--- src/pte_defines.svh ---
// register offsets, status word fields, reset values and vector numbers
`ifndef PTE_DEFINES_SVH
`define PTE_DEFINES_SVH
`define PTE_OFF_SW 8'h00
`define PTE_OFF_VER 8'h04
`define PTE_OFF_VBR 8'h08
`define PTE_OFF_LAST 8'h0C
`define PTE_OFF_SPC 8'h10
`define PTE_SW_TH 15
`define PTE_SW_TL 14
`define PTE_SW_S 13
`define PTE_SW_RST 16'h2700
`define PTE_VER_RST 8'h00
`define PTE_VBR_RST 32'h0000_0000
`define PTE_VEC_PRIV 8'h08
`define PTE_VEC_TRACE 8'h09
`define PTE_VEC_FMT 8'h0E
`endif

--- src/pte_pkg.sv ---
// types shared by the exception unit
package pte_pkg;
  typedef enum logic [1:0] {PTE_TR_NONE, PTE_TR_FLOW, PTE_TR_ALL, PTE_TR_RSVD} pte_trace_e;
  typedef enum logic [1:0] {PTE_IDLE, PTE_STACK, PTE_FETCH} pte_state_e;
endpackage

--- src/pte_exc_unit.sv ---
// privilege, trace and format error exception unit with ahb-lite registers
//
// Local design decisions: the AHB-Lite interface to the registers and the placing of the registers.
`timescale 1ns/1ps
`include "pte_defines.svh"
// How it works
// - user mode privileged instruction raises violation
// - coprocessor privilege check in user mode faults
// - fault before execution; supervisor set, trace cleared
// - vector 8, stack offset, status, instruction address
// - trace bits select none, flow, all, reserved
// - trace decided at start, taken after completion
// - flow mode traces branches, traps, status writers
// - in flow mode, breakpoint traced only if substitute changes flow
// - suspended instruction defers trace until normal completion
// - pending trace goes before pending interrupt
// - forced exception first, trace afterwards
// - illegal instructions never produce a trace
// - trace uses vector 9, stacks next address
// - stop traced in all mode loads status, traces, never stops
// - exception return checks format and frame version
// - bad module call or return is not executed
// - coprocessor rejects state frame, format error follows
// - format error: short frame, vector 14, faulting address
// - after stacking, prefetch from handler then resume
module pte_exc_unit (
  // clock and reset
  input wire logic clk,
  input wire logic sys_rst,
  // ahb-lite slave
  input wire logic hsel,
  input wire logic [31:0] haddr,
  input wire logic [1:0] htrans,
  input wire logic hwrite,
  input wire logic [2:0] hsize,
  input wire logic [31:0] hwdata,
  input wire logic hready,
  output logic hreadyout,
  output logic [31:0] hrdata,
  output logic hresp,
  // instruction stream from the core
  input wire logic instr_start,
  input wire logic [31:0] instr_pc,
  input wire logic instr_priv,
  input wire logic instr_flow,
  input wire logic instr_sw_mod,
  input wire logic instr_breakpoint_instruction,
  input wire logic breakpoint_instruction_sub_flow,
  input wire logic instr_stop,
  input wire logic [15:0] stop_sw_value,
  input wire logic instr_illegal,
  input wire logic instr_done,
  input wire logic [31:0] next_pc,
  input wire logic instr_fault,
  input wire logic instr_resume,
  input wire logic forced_exc_pending,
  input wire logic irq_pending,
  output logic irq_hold,
  output logic enter_stop,
  // frame checks
  input wire logic rte_check,
  input wire logic rte_fmt_ok,
  input wire logic rte_long_frame,
  input wire logic [7:0] rte_stack_version,
  input wire logic mod_check,
  input wire logic mod_fields_ok,
  input wire logic mmu_rights_bad,
  output logic mod_abort,
  // coprocessor
  input wire logic cop_priv_req,
  input wire logic cop_fmt_reject,
  // exception sequencing
  output logic exc_busy,
  output logic [7:0] exc_vector,
  output logic [9:0] exc_offset,
  output logic [31:0] exc_stack_pc,
  output logic [15:0] exc_stack_sw,
  output logic exc_short_frame,
  output logic exc_stack_req,
  input wire logic stack_ack,
  output logic fetch_req,
  output logic [31:0] fetch_addr,
  input wire logic fetch_ack,
  output logic [15:0] status_word
);

  // trace mode of a status word
  function automatic pte_pkg::pte_trace_e trace_mode(input logic [15:0] sw);
    trace_mode = pte_pkg::pte_trace_e'({sw[`PTE_SW_TH], sw[`PTE_SW_TL]});
  endfunction

  logic [15:0] sw_reg, sw_next;
  logic [7:0] ver_reg, last_reg;
  logic [31:0] vbr_reg, spc_reg, cur_pc_reg, trace_pc_reg;
  logic traced_reg, traced_next, stop_reg, stop_tr_reg, susp_reg, trace_pend_reg;
  logic enter_stop_reg;
  pte_pkg::pte_state_e state_reg, state_next;
  logic [7:0] vec_reg, vec_next;
  logic [31:0] stk_pc_reg, stk_pc_next;
  logic short_reg;
  logic [31:0] hrdata_reg, rd_mux;
  logic [7:0] wr_addr_reg;
  logic wr_pend_reg;

  // ahb decode
  wire ahb_go = hsel & hready & htrans[1];
  wire ahb_wr = wr_pend_reg;
  assign hreadyout = 1'b1;
  assign hresp = 1'b0;
  assign hrdata = hrdata_reg;
  assign rd_mux = (haddr[7:0] == `PTE_OFF_SW) ? {16'h0000, sw_reg} :
                  (haddr[7:0] == `PTE_OFF_VER) ? {24'h00_0000, ver_reg} :
                  (haddr[7:0] == `PTE_OFF_VBR) ? vbr_reg :
                  (haddr[7:0] == `PTE_OFF_LAST) ? {24'h00_0000, last_reg} :
                  (haddr[7:0] == `PTE_OFF_SPC) ? spc_reg : 32'h0000_0000;

  // bus cycles: address captured, write data taken in data phase
  always_ff @(posedge clk) begin
    if (sys_rst) begin
      hrdata_reg <= 32'h0000_0000;
      wr_addr_reg <= 8'h00;
      wr_pend_reg <= 1'b0;
    end else begin
      wr_pend_reg <= ahb_go & hwrite;
      if (ahb_go) begin
        wr_addr_reg <= haddr[7:0];
      end
      if (ahb_go & ~hwrite) begin
        hrdata_reg <= rd_mux;
      end
    end
  end

  // exception requests
  wire idle = (state_reg == pte_pkg::PTE_IDLE);
  wire user = ~sw_reg[`PTE_SW_S];
  wire priv_hit = (instr_start & instr_priv & user) | (cop_priv_req & user);
  wire ver_bad = rte_long_frame & (rte_stack_version != ver_reg);
  wire rte_bad = rte_check & (~rte_fmt_ok | ver_bad);
  wire mod_bad = mod_check & ~mod_fields_ok;
  wire fmt_hit = rte_bad | mod_bad | cop_fmt_reject;
  wire trace_go = trace_pend_reg & ~forced_exc_pending;
  wire take = idle & (fmt_hit | priv_hit | trace_go);
  assign mod_abort = mod_check & (~mod_fields_ok | mmu_rights_bad);
  assign irq_hold = trace_pend_reg;

  // trace qualification at instruction start
  wire pte_pkg::pte_trace_e mode = trace_mode(sw_reg);
  wire flow_hit = instr_flow | instr_sw_mod | (instr_breakpoint_instruction & breakpoint_instruction_sub_flow);
  wire tr_sel = (mode == pte_pkg::PTE_TR_ALL) |
                ((mode == pte_pkg::PTE_TR_FLOW) & flow_hit);
  assign traced_next = instr_start ? (tr_sel & ~instr_illegal & ~priv_hit)
                                   : traced_reg;
  wire done_ok = instr_done & ~susp_reg;

  // trace bookkeeping
  always_ff @(posedge clk) begin
    if (sys_rst) begin
      traced_reg <= 1'b0;
      stop_reg <= 1'b0;
      stop_tr_reg <= 1'b0;
      susp_reg <= 1'b0;
      trace_pend_reg <= 1'b0;
      trace_pc_reg <= 32'h0000_0000;
      cur_pc_reg <= 32'h0000_0000;
      enter_stop_reg <= 1'b0;
    end else begin
      traced_reg <= done_ok ? 1'b0 : traced_next;
      if (instr_start) begin
        cur_pc_reg <= instr_pc;
        stop_reg <= instr_stop;
        stop_tr_reg <= instr_stop & (mode == pte_pkg::PTE_TR_ALL);
      end
      if (instr_fault) begin
        susp_reg <= 1'b1;
      end else if (instr_resume) begin
        susp_reg <= 1'b0;
      end
      enter_stop_reg <= done_ok & stop_reg & ~stop_tr_reg;
      if (done_ok & traced_reg) begin
        trace_pend_reg <= 1'b1;
        trace_pc_reg <= next_pc;
      end else if (take & ~fmt_hit & ~priv_hit) begin
        trace_pend_reg <= 1'b0;
      end
    end
  end
  assign enter_stop = enter_stop_reg;

  // exception selection, format first then privilege then trace
  assign vec_next = fmt_hit ? `PTE_VEC_FMT : priv_hit ? `PTE_VEC_PRIV : `PTE_VEC_TRACE;
  assign stk_pc_next = fmt_hit ? cur_pc_reg :
                       priv_hit ? (instr_start ? instr_pc : cur_pc_reg) :
                       trace_pc_reg;

  // status word update
  always_comb begin
    sw_next = sw_reg;
    if (ahb_wr & (wr_addr_reg == `PTE_OFF_SW)) begin
      sw_next = hwdata[15:0];
    end
    if (done_ok & stop_reg) begin
      sw_next = stop_sw_value;
    end
    if (take) begin
      sw_next[`PTE_SW_S] = 1'b1;
      sw_next[`PTE_SW_TH] = 1'b0;
      sw_next[`PTE_SW_TL] = 1'b0;
    end
  end

  // sequencer next state
  always_comb begin
    state_next = state_reg;
    unique case (state_reg)
      pte_pkg::PTE_IDLE: begin
        if (take) begin
          state_next = pte_pkg::PTE_STACK;
        end
      end
      pte_pkg::PTE_STACK: begin
        if (stack_ack) begin
          state_next = pte_pkg::PTE_FETCH;
        end
      end
      pte_pkg::PTE_FETCH: begin
        if (fetch_ack) begin
          state_next = pte_pkg::PTE_IDLE;
        end
      end
    endcase
  end

  // registers and frame contents
  always_ff @(posedge clk) begin
    if (sys_rst) begin
      sw_reg <= `PTE_SW_RST;
      ver_reg <= `PTE_VER_RST;
      vbr_reg <= `PTE_VBR_RST;
      last_reg <= 8'h00;
      spc_reg <= 32'h0000_0000;
      state_reg <= pte_pkg::PTE_IDLE;
      vec_reg <= 8'h00;
      stk_pc_reg <= 32'h0000_0000;
      exc_stack_sw <= 16'h0000;
      short_reg <= 1'b0;
    end else begin
      sw_reg <= sw_next;
      state_reg <= state_next;
      if (ahb_wr & (wr_addr_reg == `PTE_OFF_VER)) begin
        ver_reg <= hwdata[7:0];
      end
      if (ahb_wr & (wr_addr_reg == `PTE_OFF_VBR)) begin
        vbr_reg <= hwdata;
      end
      if (take) begin
        vec_reg <= vec_next;
        last_reg <= vec_next;
        stk_pc_reg <= stk_pc_next;
        spc_reg <= stk_pc_next;
        exc_stack_sw <= sw_reg;
        short_reg <= fmt_hit;
      end
    end
  end

  // frame and handler fetch outputs
  assign exc_busy = ~idle;
  assign exc_vector = vec_reg;
  assign exc_offset = {vec_reg, 2'b00};
  assign exc_stack_pc = stk_pc_reg;
  assign exc_short_frame = short_reg;
  assign exc_stack_req = (state_reg == pte_pkg::PTE_STACK);
  assign fetch_req = (state_reg == pte_pkg::PTE_FETCH);
  assign fetch_addr = vbr_reg + {22'h00_0000, exc_offset};
  assign status_word = sw_reg;

  // checks
  property p_priv_user;
    @(posedge clk) disable iff (sys_rst)
      instr_start & instr_priv & user & idle & ~fmt_hit |=>
        exc_stack_req && exc_vector == 8'h08 && exc_stack_pc == $past(instr_pc);
  endproperty
  a_priv_user: assert property (p_priv_user) else $error("no privilege fault");

  property p_cop_priv;
    @(posedge clk) disable iff (sys_rst)
      cop_priv_req & user & idle & ~fmt_hit |=> exc_vector == 8'h08;
  endproperty
  a_cop_priv: assert property (p_cop_priv) else $error("coprocessor check lost");

  property p_enter_sup;
    @(posedge clk) disable iff (sys_rst)
      $rose(exc_busy) |-> sw_reg[13] && sw_reg[15:14] == 2'b00;
  endproperty
  a_enter_sup: assert property (p_enter_sup) else $error("status not updated");

  property p_all_trace;
    @(posedge clk) disable iff (sys_rst)
      instr_start & (mode == pte_pkg::PTE_TR_ALL) & ~instr_illegal & ~priv_hit |=> traced_reg;
  endproperty
  a_all_trace: assert property (p_all_trace) else $error("trace not armed");

  property p_plain_flow;
    @(posedge clk) disable iff (sys_rst)
      instr_start & (mode == pte_pkg::PTE_TR_FLOW) & ~instr_flow & ~instr_sw_mod & ~instr_breakpoint_instruction
        |=> !traced_reg;
  endproperty
  a_plain_flow: assert property (p_plain_flow) else $error("plain step traced");

  property p_illegal;
    @(posedge clk) disable iff (sys_rst) instr_start & instr_illegal |=> !traced_reg;
  endproperty
  a_illegal: assert property (p_illegal) else $error("illegal traced");

  property p_susp;
    @(posedge clk) disable iff (sys_rst)
      susp_reg & instr_done & ~trace_pend_reg |=> !trace_pend_reg;
  endproperty
  a_susp: assert property (p_susp) else $error("trace while suspended");

  property p_irq;
    @(posedge clk) disable iff (sys_rst) trace_pend_reg |-> irq_hold;
  endproperty
  a_irq: assert property (p_irq) else $error("interrupt not held");

  property p_forced;
    @(posedge clk) disable iff (sys_rst)
      forced_exc_pending & idle & ~fmt_hit & ~priv_hit |=> !exc_busy;
  endproperty
  a_forced: assert property (p_forced) else $error("trace before forced");

  property p_trace_frame;
    @(posedge clk) disable iff (sys_rst)
      $rose(exc_busy) && exc_vector == 8'h09 |-> exc_stack_pc == trace_pc_reg;
  endproperty
  a_trace_frame: assert property (p_trace_frame) else $error("trace pc wrong");

  property p_stop;
    @(posedge clk) disable iff (sys_rst)
      instr_done & ~susp_reg & stop_reg & stop_tr_reg |=> !enter_stop && trace_pend_reg;
  endproperty
  a_stop: assert property (p_stop) else $error("traced stop stopped");

  property p_fmt;
    @(posedge clk) disable iff (sys_rst)
      rte_check & rte_long_frame & (rte_stack_version != ver_reg) & idle
        |=> exc_vector == 8'h0E && exc_short_frame ##1 exc_busy;
  endproperty
  a_fmt: assert property (p_fmt) else $error("version mismatch missed");

  property p_fetch;
    @(posedge clk) disable iff (sys_rst)
      fetch_req |-> fetch_addr == vbr_reg + {22'h00_0000, exc_vector, 2'b00};
  endproperty
  a_fetch: assert property (p_fetch) else $error("handler address wrong");

  // a rejected state frame from the coprocessor becomes a short format frame
  property p_cop_fmt;
    @(posedge clk) disable iff (sys_rst)
      cop_fmt_reject & idle |=> exc_vector == 8'h0E && exc_short_frame && exc_stack_req;
  endproperty
  a_cop_fmt: assert property (p_cop_fmt) else $error("frame rejection lost");

  // a refused access rights change always stops the call or return
  property p_mod_abort;
    @(posedge clk) disable iff (sys_rst) mod_check & mmu_rights_bad |-> mod_abort;
  endproperty
  a_mod_abort: assert property (p_mod_abort) else $error("module step not refused");

  // an unblocked pending trace is taken with the trace vector next cycle
  property p_trace_vec;
    @(posedge clk) disable iff (sys_rst)
      trace_go & idle & ~fmt_hit & ~priv_hit |=> exc_vector == 8'h09 && exc_stack_req;
  endproperty
  a_trace_vec: assert property (p_trace_vec) else $error("trace not taken");

  c_priv: cover property (@(posedge clk) disable iff (sys_rst) exc_vector == 8'h08 && fetch_ack);
  c_trace: cover property (@(posedge clk) disable iff (sys_rst) exc_vector == 8'h09 && fetch_ack);
  c_fmt: cover property (@(posedge clk) disable iff (sys_rst) exc_vector == 8'h0E && fetch_ack);
  c_defer: cover property (@(posedge clk) disable iff (sys_rst) trace_pend_reg & forced_exc_pending);

endmodule

--- config.mk ---
export PLATFORM = sky130hd
export DESIGN_NAME = pte_exc_unit
export DESIGN_NICKNAME = d
export VERILOG_FILES = /design/src/pte_pkg.sv /design/src/pte_exc_unit.sv
export VERILOG_INCLUDE_DIRS = /design/src /design/src/src
export SDC_FILE = /design/constraint.sdc
export NUM_CORES = 1
export LEC_CHECK = 0
export ABC_AREA = 1
export BUFFER_PORTS_ARGS = -buffer_cell sky130_fd_sc_hd__clkbuf_2
export CORE_ASPECT_RATIO = 0.75
export CORE_UTILIZATION = 40
export DETAILED_ROUTE_END_ITERATION = 16
export HOLD_SLACK_MARGIN = 0.12
export PLACE_DENSITY_LB_ADDON = 0.15
export REMOVE_ABC_BUFFERS = 1
export SYNTH_ARGS = -nofsm -noshare
export SYNTH_HDL_FRONTEND = slang
export SYNTH_SLANG_ARGS = --single-unit
--- constraint.sdc ---
create_clock -name clk -period 2.28 [get_ports clk]
set_input_delay 0.342 -clock clk [delete_from_list [all_inputs] [get_ports clk]]
set_output_delay 0.342 -clock clk [all_outputs]
set_load 0.005 [all_outputs]
==> results of run 1 <==
[worst paths after layout]
check                                    start               to  slack (ns)  cells after the start
worst min register to register     stop_tr_reg       enter_stop        0.43                      1
worst max-delay path                vbr_reg[2]   fetch_addr[28]       -0.59                     12
worst min-delay path              instr_pc[20]   cur_pc_reg[20]        0.13                      3
worst max register to register  wr_addr_reg[6]  status_word[10]        0.21                      9
[kinds of logic (layout without fill, tap and decap cells)]
kind of cell | after synthesis | in the layout
AOI/OAI and AO/OA | 365 | 365
xor gates and xnor gates | 32 | 32
adders and majority gates | 8 | 8
buffers and inverters | 246 | 657
DFF | 220 | 220
muxes | 32 | 32
other | 2 | 12
and+or+nand+nor | 488 | 488
[critical path: cells and delay by family (launching register included)]
| family | cells | cell delay, ns |
|---|---|---|
| AO/OA/AOI/OAI | 1 | 0.20 |
| XOR/XNOR | 1 | 0.16 |
| adder cells (fa/ha/maj) | 2 | 0.48 |
| buffers and inverters | 3 | 0.30 |
| flip-flops | 1 | 0.35 |
| AND/OR/NAND/NOR | 5 | 0.52 |
[cell type report]
type | instances | area (um^2) | share of cell area [%]
clock buffers | 37 | 751 | 5.13
clock inverters | 4 | 20.0 | 0.137
inverters | 142 | 533 | 3.64
multi-input cells | 937 | 5250 | 35.9
flip-flops and latches | 220 | 4410 | 30.1
well taps | 338 | 423 | 2.89
repair buffers | 474 | 3240 | 22.2
[repair_timing]
action | CTS | global route
buffers inserted | 16 | 2
setup endpoints to repair | 27 | 27
pin swaps | 24 | 9
cloned | 0 | 0
hold buffers | 98 | 0
resized for setup | 53 | 19
endpoints found under the hold margin | 96 | 0
[routing by layer]
| layer | global-route usage (%) | up-vias | part of all wire (%) |
|---|---|---|---|
| li1 | - | 5378 | - |
| met1 | 34.8 | 4961 | 45 |
| met2 | 43.4 | 367 | 46 |
| met3 | 4.73 | 46 | 6.9 |
| met4 | 5.69 | 0 | 2.0 |
| met5 | 0 | - | 0 |
[per-stage QoR]
stage	util, %	power (mW)	instances	area, um^2
global route	57.7	10.6	2152	14600
CTS	57.5	10.2	2150	14600
detailed placement	49.3	6.23	2002	12500
floorplan	-	5.16	1299	9940
finish	57.7	10.1	2152	14600
global placement	49.3	6.20	2002	12500
[cell usage after synthesis (3+ instances only)]
cell / number
a22oi_1: 9
o2111ai_1: 8
nand3_2: 3
inv_2: 9
a211oi_1: 28
nand2_4: 3
a32o_1: 4
nand2_1: 238
a21oi_2: 11
mux2i_1: 32
nor2_1: 142
nand2_2: 15
buf_4: 22
nor2_2: 11
a21oi_1: 160
xor2_1: 23
xnor2_1: 9
o21ai_0: 104
a31oi_1: 4
ha_1: 7
buf_6: 6
o22ai_1: 4
nand3_1: 43
buf_2: 27
nor2_4: 5
dfxtp_1: 220
clkbuf_1: 46
nor3_1: 6
a211oi_2: 4
nand4_1: 14
o21ai_1: 11
inv_1: 132
o211ai_1: 10
[power by group through the flow]
stage | Clock (mW) | Sequential, mW | Combinational, mW
floorplan | 0 | 4.32 | 0.843
global placement | 0 | 4.32 | 1.88
global route | 4.05 | 4.28 | 2.28
CTS | 3.89 | 4.25 | 2.06
detailed placement | 0 | 4.33 | 1.90
finish | 3.82 | 4.25 | 2.07
==> results_dict.tcl, run 1 <==
set metrics [dict create \
    status "complete, but fails checks" \
    violations "negative setup slack" \
    synthAdderAreaFrac_pct 1.03 \
    antenna_found_initial 0 \
    crit_path_end_kind "output pin" \
    coreArea_um2 25300 \
    synth_top_family_by_area "simple AND/OR/NAND/NOR gates" \
    hp-class "in -> reg" \
    viasPerCell 5.00 \
    final_common_cell "clkbuf_2" \
    yosys.area_share.simple_pct 20.5 \
    grt-ovfl-total 0 \
    drtIter0Drc 682 \
    avgRoutedWirePerCell_um 16.5 \
    clk_pin_slew_ns 0.06 \
    finalWorstSetupSlack_ns -0.594 \
    seqPwrFrac_pct 41.9 \
    synth_ff_type "dfxtp_1" \
    io-pin-count 340 \
    cts_buffers 24 \
    drv_slew 0 \
    critical_path.max_stage_delay_ns 0.35 \
    max_cap_viol_count 0 \
    combPwrFrac_pct 20.4 \
    grt_pass1_wl_mm 55.0 \
    synth_top_area_cell "dfxtp_1" \
    syn_area_um2 10500 \
    yosysUniqueCellTypes 51 \
    synthArstFlopShare_pct 0 \
    nNetsFinal 1992 \
    antenna_cells 0 \
    portBuffers 298 \
    synth_compound_area_share_pct 20.1 \
    grt_use_total_pct 26.0 \
    start_kind "register" \
    rsz0062_at_grt "true" \
    synth.top_cell.area_share_pct 42.1 \
    cts_tree "built" \
    worst_ep_required_time_ns 1.94 \
    clockBufferDepth 3 \
    cts_root_buf "clkbuf_16" \
    ys_seq_elements 220 \
    p_clk_share_pct 37.7 \
    internal-power_mw 7.18 \
    rows 50 \
    path_max_fanout 3 \
    fin_crit_sh_pct 126 \
    die-area_um2 26800 \
    mostFrequentLayoutCells "285 x clkbuf_2, 235 x nand2_1, 217 x dfxtp_1" \
    leakage_nw 6.36 \
    syn_area_per_cell_um2 7.51 \
    dp_worst_setup_slack_ns -0.225 \
    fin_skew_ns 0.0158 \
    drt_wl_total_mm 35.4 \
    ys_warn_count 0 \
    path_cells "ha_4 -> inv_2 -> fa_2 -> o21ai_2 -> nand2_2 -> nor2_4 -> nand2_4 -> nor2_4 -> buf_6 -> nand3_2 -> xor2_1 -> buf_2" \
    p_switching_mw 2.95 \
    path_common_cell "nor2_4" \
    clkLatencyLatePin_ns 0.52 \
    syn2layout_area_growth_pct 39.8 \
    place.detailed.hpwl_mm 24.6 \
    fmax_mhz 348 \
    seq_area_frac_synth_pct 42.1 \
    fillers 2380 \
    drive_gt1_share_pct 28.6 \
    post-route-min-period_ns 2.87 \
    p_sw_share_pct 29.2 \
    grt_max_degree 141 \
    arrival_ns 2.53 \
    hold_viol 0 \
    max_slew.worst_pin.slew_ns 0.737 \
    gp_congestion 0.857 \
    grt_pass1_vias 10100 \
    floorplan.initialDensity_pct 41.3 \
    htreeDepth 1 \
    synth_area_leaders "dfxtp_1 42%, nand2_1 8.5%, a21oi_1 7.7%, nor2_1 5.1%, o21ai_0 5.0%" \
    tns_ns -11.11 \
    vias 10800 \
    drc 0 \
    ant_nets 0 \
    synth.mux.area_fraction_pct 3.06 \
    die_w_um 189 \
    powerDensity_nw_per_um2 693 \
    syn-instance-count 1393 \
    dr.pass1.iters 4 \
    ir_drop_mv 0.457 \
    cts.sinks 220 \
    whs_ns 0.130 \
    path_class "reg -> out" \
    max_slew_margin_pct 50.8 \
    synth_edf_count 0 \
    setup_violations 27 \
    critPathSlowestCell "dfxtp_2" \
    die_h_um 142 \
    synth_xor_area_share_pct 2.68 \
]
Power figures use the tool's default switching activity.
==> run 2, diff against run 1 <==
--- a/config.mk
+++ b/config.mk
@@ -17,3 +17,4 @@
 export SYNTH_ARGS = -nofsm -noshare
 export SYNTH_HDL_FRONTEND = slang
 export SYNTH_SLANG_ARGS = --single-unit
+export TNS_END_PERCENT = 20
==> run 2 against run 1 <==
The flow still finishes with violations (negative setup slack). Clock skew barely moved. Die area did not move. Hold slack got worse by 0.00055 ns. Core utilization fell by 0.57 points. Design area fell by 0.98%. First-iteration DRC count fell by 2.6%. Worst setup slack got worse by 0.030 ns. Largest cell class unchanged. Highest routed layer unchanged.
==> results_dict.tcl, run 2 (same netlist as run 1, synthesis figures left out) <==
set metrics [dict create \
    postLayoutCellArea_um2 14500 \
    placed_area_um2 12500 \
    hold_depth 3 \
    vias 10700 \
    path_cells "ha_4 -> buf_4 -> buf_4 -> nand3_2 -> nand2_2 -> buf_4 -> buf_4 -> buf_4 -> buf_4 -> buf_4 -> buf_4 -> nand2_2 -> a21oi_2 -> xor2_1 -> buf_2" \
    cts_root_buf "clkbuf_16" \
    internal-power_mw 7.17 \
    drc 0 \
    io-pin-count 340 \
    p_clk_share_pct 37.8 \
    leakage_nw 6.31 \
    mostFrequentLayoutCells "287 x clkbuf_2, 235 x nand2_1, 217 x dfxtp_1" \
    worst-path-buf-inv 9 \
    max_cap_viol_count 0 \
    rr_endpoint "status_word[10]" \
    p_switching_mw 2.94 \
    rsz0062_at_grt "true" \
    gp_congestion 0.857 \
    viasPerCell 4.99 \
    crit_family "buffers and inverters" \
    hp-class "in -> reg" \
    grt-ovfl-total 0 \
    grt_pass1_wl_mm 54.7 \
    arrival_ns 2.56 \
    fin_skew_ns 0.0154 \
    ff2ff_setup_slack_ns 0.24 \
    antenna_found_initial 0 \
    p_sw_share_pct 29.1 \
    seqPwrFrac_pct 42.0 \
    clk_pin_slew_ns 0.06 \
    antenna_cells 0 \
    grt_use_total_pct 25.8 \
    powerDensity_nw_per_um2 698 \
    max_slew.worst_pin.slew_ns 0.738 \
    floorplan.initialDensity_pct 41.3 \
    path_common_cell "buf_4" \
    syn2layout_area_growth_pct 38.4 \
    crit_path_end_kind "output pin" \
    hold_end "trace_pc_reg[15]" \
    r2r_start "wr_addr_reg[6]" \
    grt_pass1_vias 10100 \
    rows 50 \
    htreeDepth 1 \
    violations "negative setup slack" \
    min_from "next_pc[15]" \
    setup_violations 26 \
    drtIter0Drc 664 \
    die-area_um2 26800 \
    fillers 2394 \
    die_h_um 142 \
    place.detailed.hpwl_mm 24.6 \
    fin_util_pct 57.2 \
    rr_worst_depth 9 \
    clkLatencyLatePin_ns 0.52 \
    max_slew_margin_pct 50.8 \
    fmax_mhz 344 \
    cts_buffers 24 \
    drive_gt1_share_pct 28.2 \
    start_kind "register" \
    avgRoutedWirePerCell_um 16.4 \
    path_max_fanout 2 \
    fin_crit_sh_pct 127 \
    finalWorstSetupSlack_ns -0.624 \
    critical_path.max_stage_delay_ns 0.33 \
    worst_ep_required_time_ns 1.94 \
    cts.sinks 220 \
    portBuffers 298 \
    coreArea_um2 25300 \
    status "complete, but fails checks" \
    path_class "reg -> out" \
    drv_slew 0 \
    hold_viol 0 \
    grt_max_degree 141 \
    combPwrFrac_pct 20.2 \
    ant_nets 0 \
    dr.pass1.iters 5 \
    clockBufferDepth 3 \
    die_w_um 189 \
    cts_tree "built" \
    post-route-min-period_ns 2.90 \
    ir_drop_mv 0.458 \
    tns_ns -11.05 \
    nNetsFinal 1989 \
    drt_wl_total_mm 35.2 \
    final_common_cell "clkbuf_2" \
    critPathSlowestCell "dfxtp_2" \
]
==> run 2: repair_timing <==
item / CTS / global route
gates resized for setup: 31 / 14
endpoints found under the hold margin: 96 / 0
setup endpoints to repair: 27 / 27
hold buffers: 98 / 0
setup buffers: 9 / 0
pin swaps: 17 / 8
==> run 2: cell type report <==
cell class / count / area [um^2] / area share, %
multi-input cells: 937 / 5180 / 35.8
flip-flops and latches: 220 / 4410 / 30.4
repair buffers: 471 / 3170 / 21.9
clock buffers: 37 / 751 / 5.18
inverters: 142 / 533 / 3.68
well taps: 338 / 423 / 2.92
clock inverters: 4 / 20.0 / 0.138
==> run 2: worst max path at each step <==
| stage | cells past startpoint | start | end | slack [ns] |
|---|---|---|---|---|
| 4_1_cts | 12 | vbr_reg[2] | fetch_addr[26] | -0.64 |
| 6_report | 15 | exc_vector[0] | fetch_addr[7] | -0.62 |
| 3_5_place_dp | 11 | vbr_reg[2] | fetch_addr[18] | -0.23 |
| 3_3_place_gp | 11 | vbr_reg[2] | fetch_addr[18] | -0.23 |
| 2_1_floorplan | 5 | htrans[1] | hrdata[8] | -0.66 |
| 5_1_grt | 12 | vbr_reg[2] | fetch_addr[26] | -0.71 |
==> run 2: power by group through the flow <==
stage	Sequential, mW	Clock, mW	Combinational (mW)
floorplan	4.32	0	0.843
global route	4.27	4.05	2.27
CTS	4.25	3.89	2.06
detailed placement	4.33	0	1.90
finish	4.25	3.82	2.04
global placement	4.32	0	1.88
==> run 2: worst reg2reg max path: stages, from the launching register on <==
cell	delay, ns
dfxtp_1	0.30
inv_1	0.06
nand4_1	0.20
nor2_1	0.26
nand2_1	0.10
nor2_1	0.14
buf_4	0.23
nand2_1	0.07
o2111ai_1	0.07
dlygate4sd3_1	0.56
==> run 2: stage by stage <==
stage | std cells | hold slack (ns) | worst slack [ns] | power [mW]
4_1_cts | 2149 | 0.120 | -0.636 | 10.2
3_5_place_dp | 2002 | 0.419 | -0.225 | 6.23
2_1_floorplan | 1299 | 0.398 | -0.656 | 5.16
5_1_grt | 2149 | 0.132 | -0.713 | 10.6
6_report | 2149 | 0.129 | -0.624 | 10.1
3_3_place_gp | 2002 | 0.418 | -0.227 | 6.20
==> run 2: layer usage <==
| layer | up-vias | GRT usage (%) | share of wire, % |
|---|---|---|---|
| met5 | - | 0 | 0 |
| met4 | 0 | 5.18 | 1.8 |
| met3 | 42 | 4.73 | 6.9 |
| met2 | 355 | 43.2 | 46 |
| met1 | 4947 | 34.8 | 46 |
| li1 | 5373 | - | - |
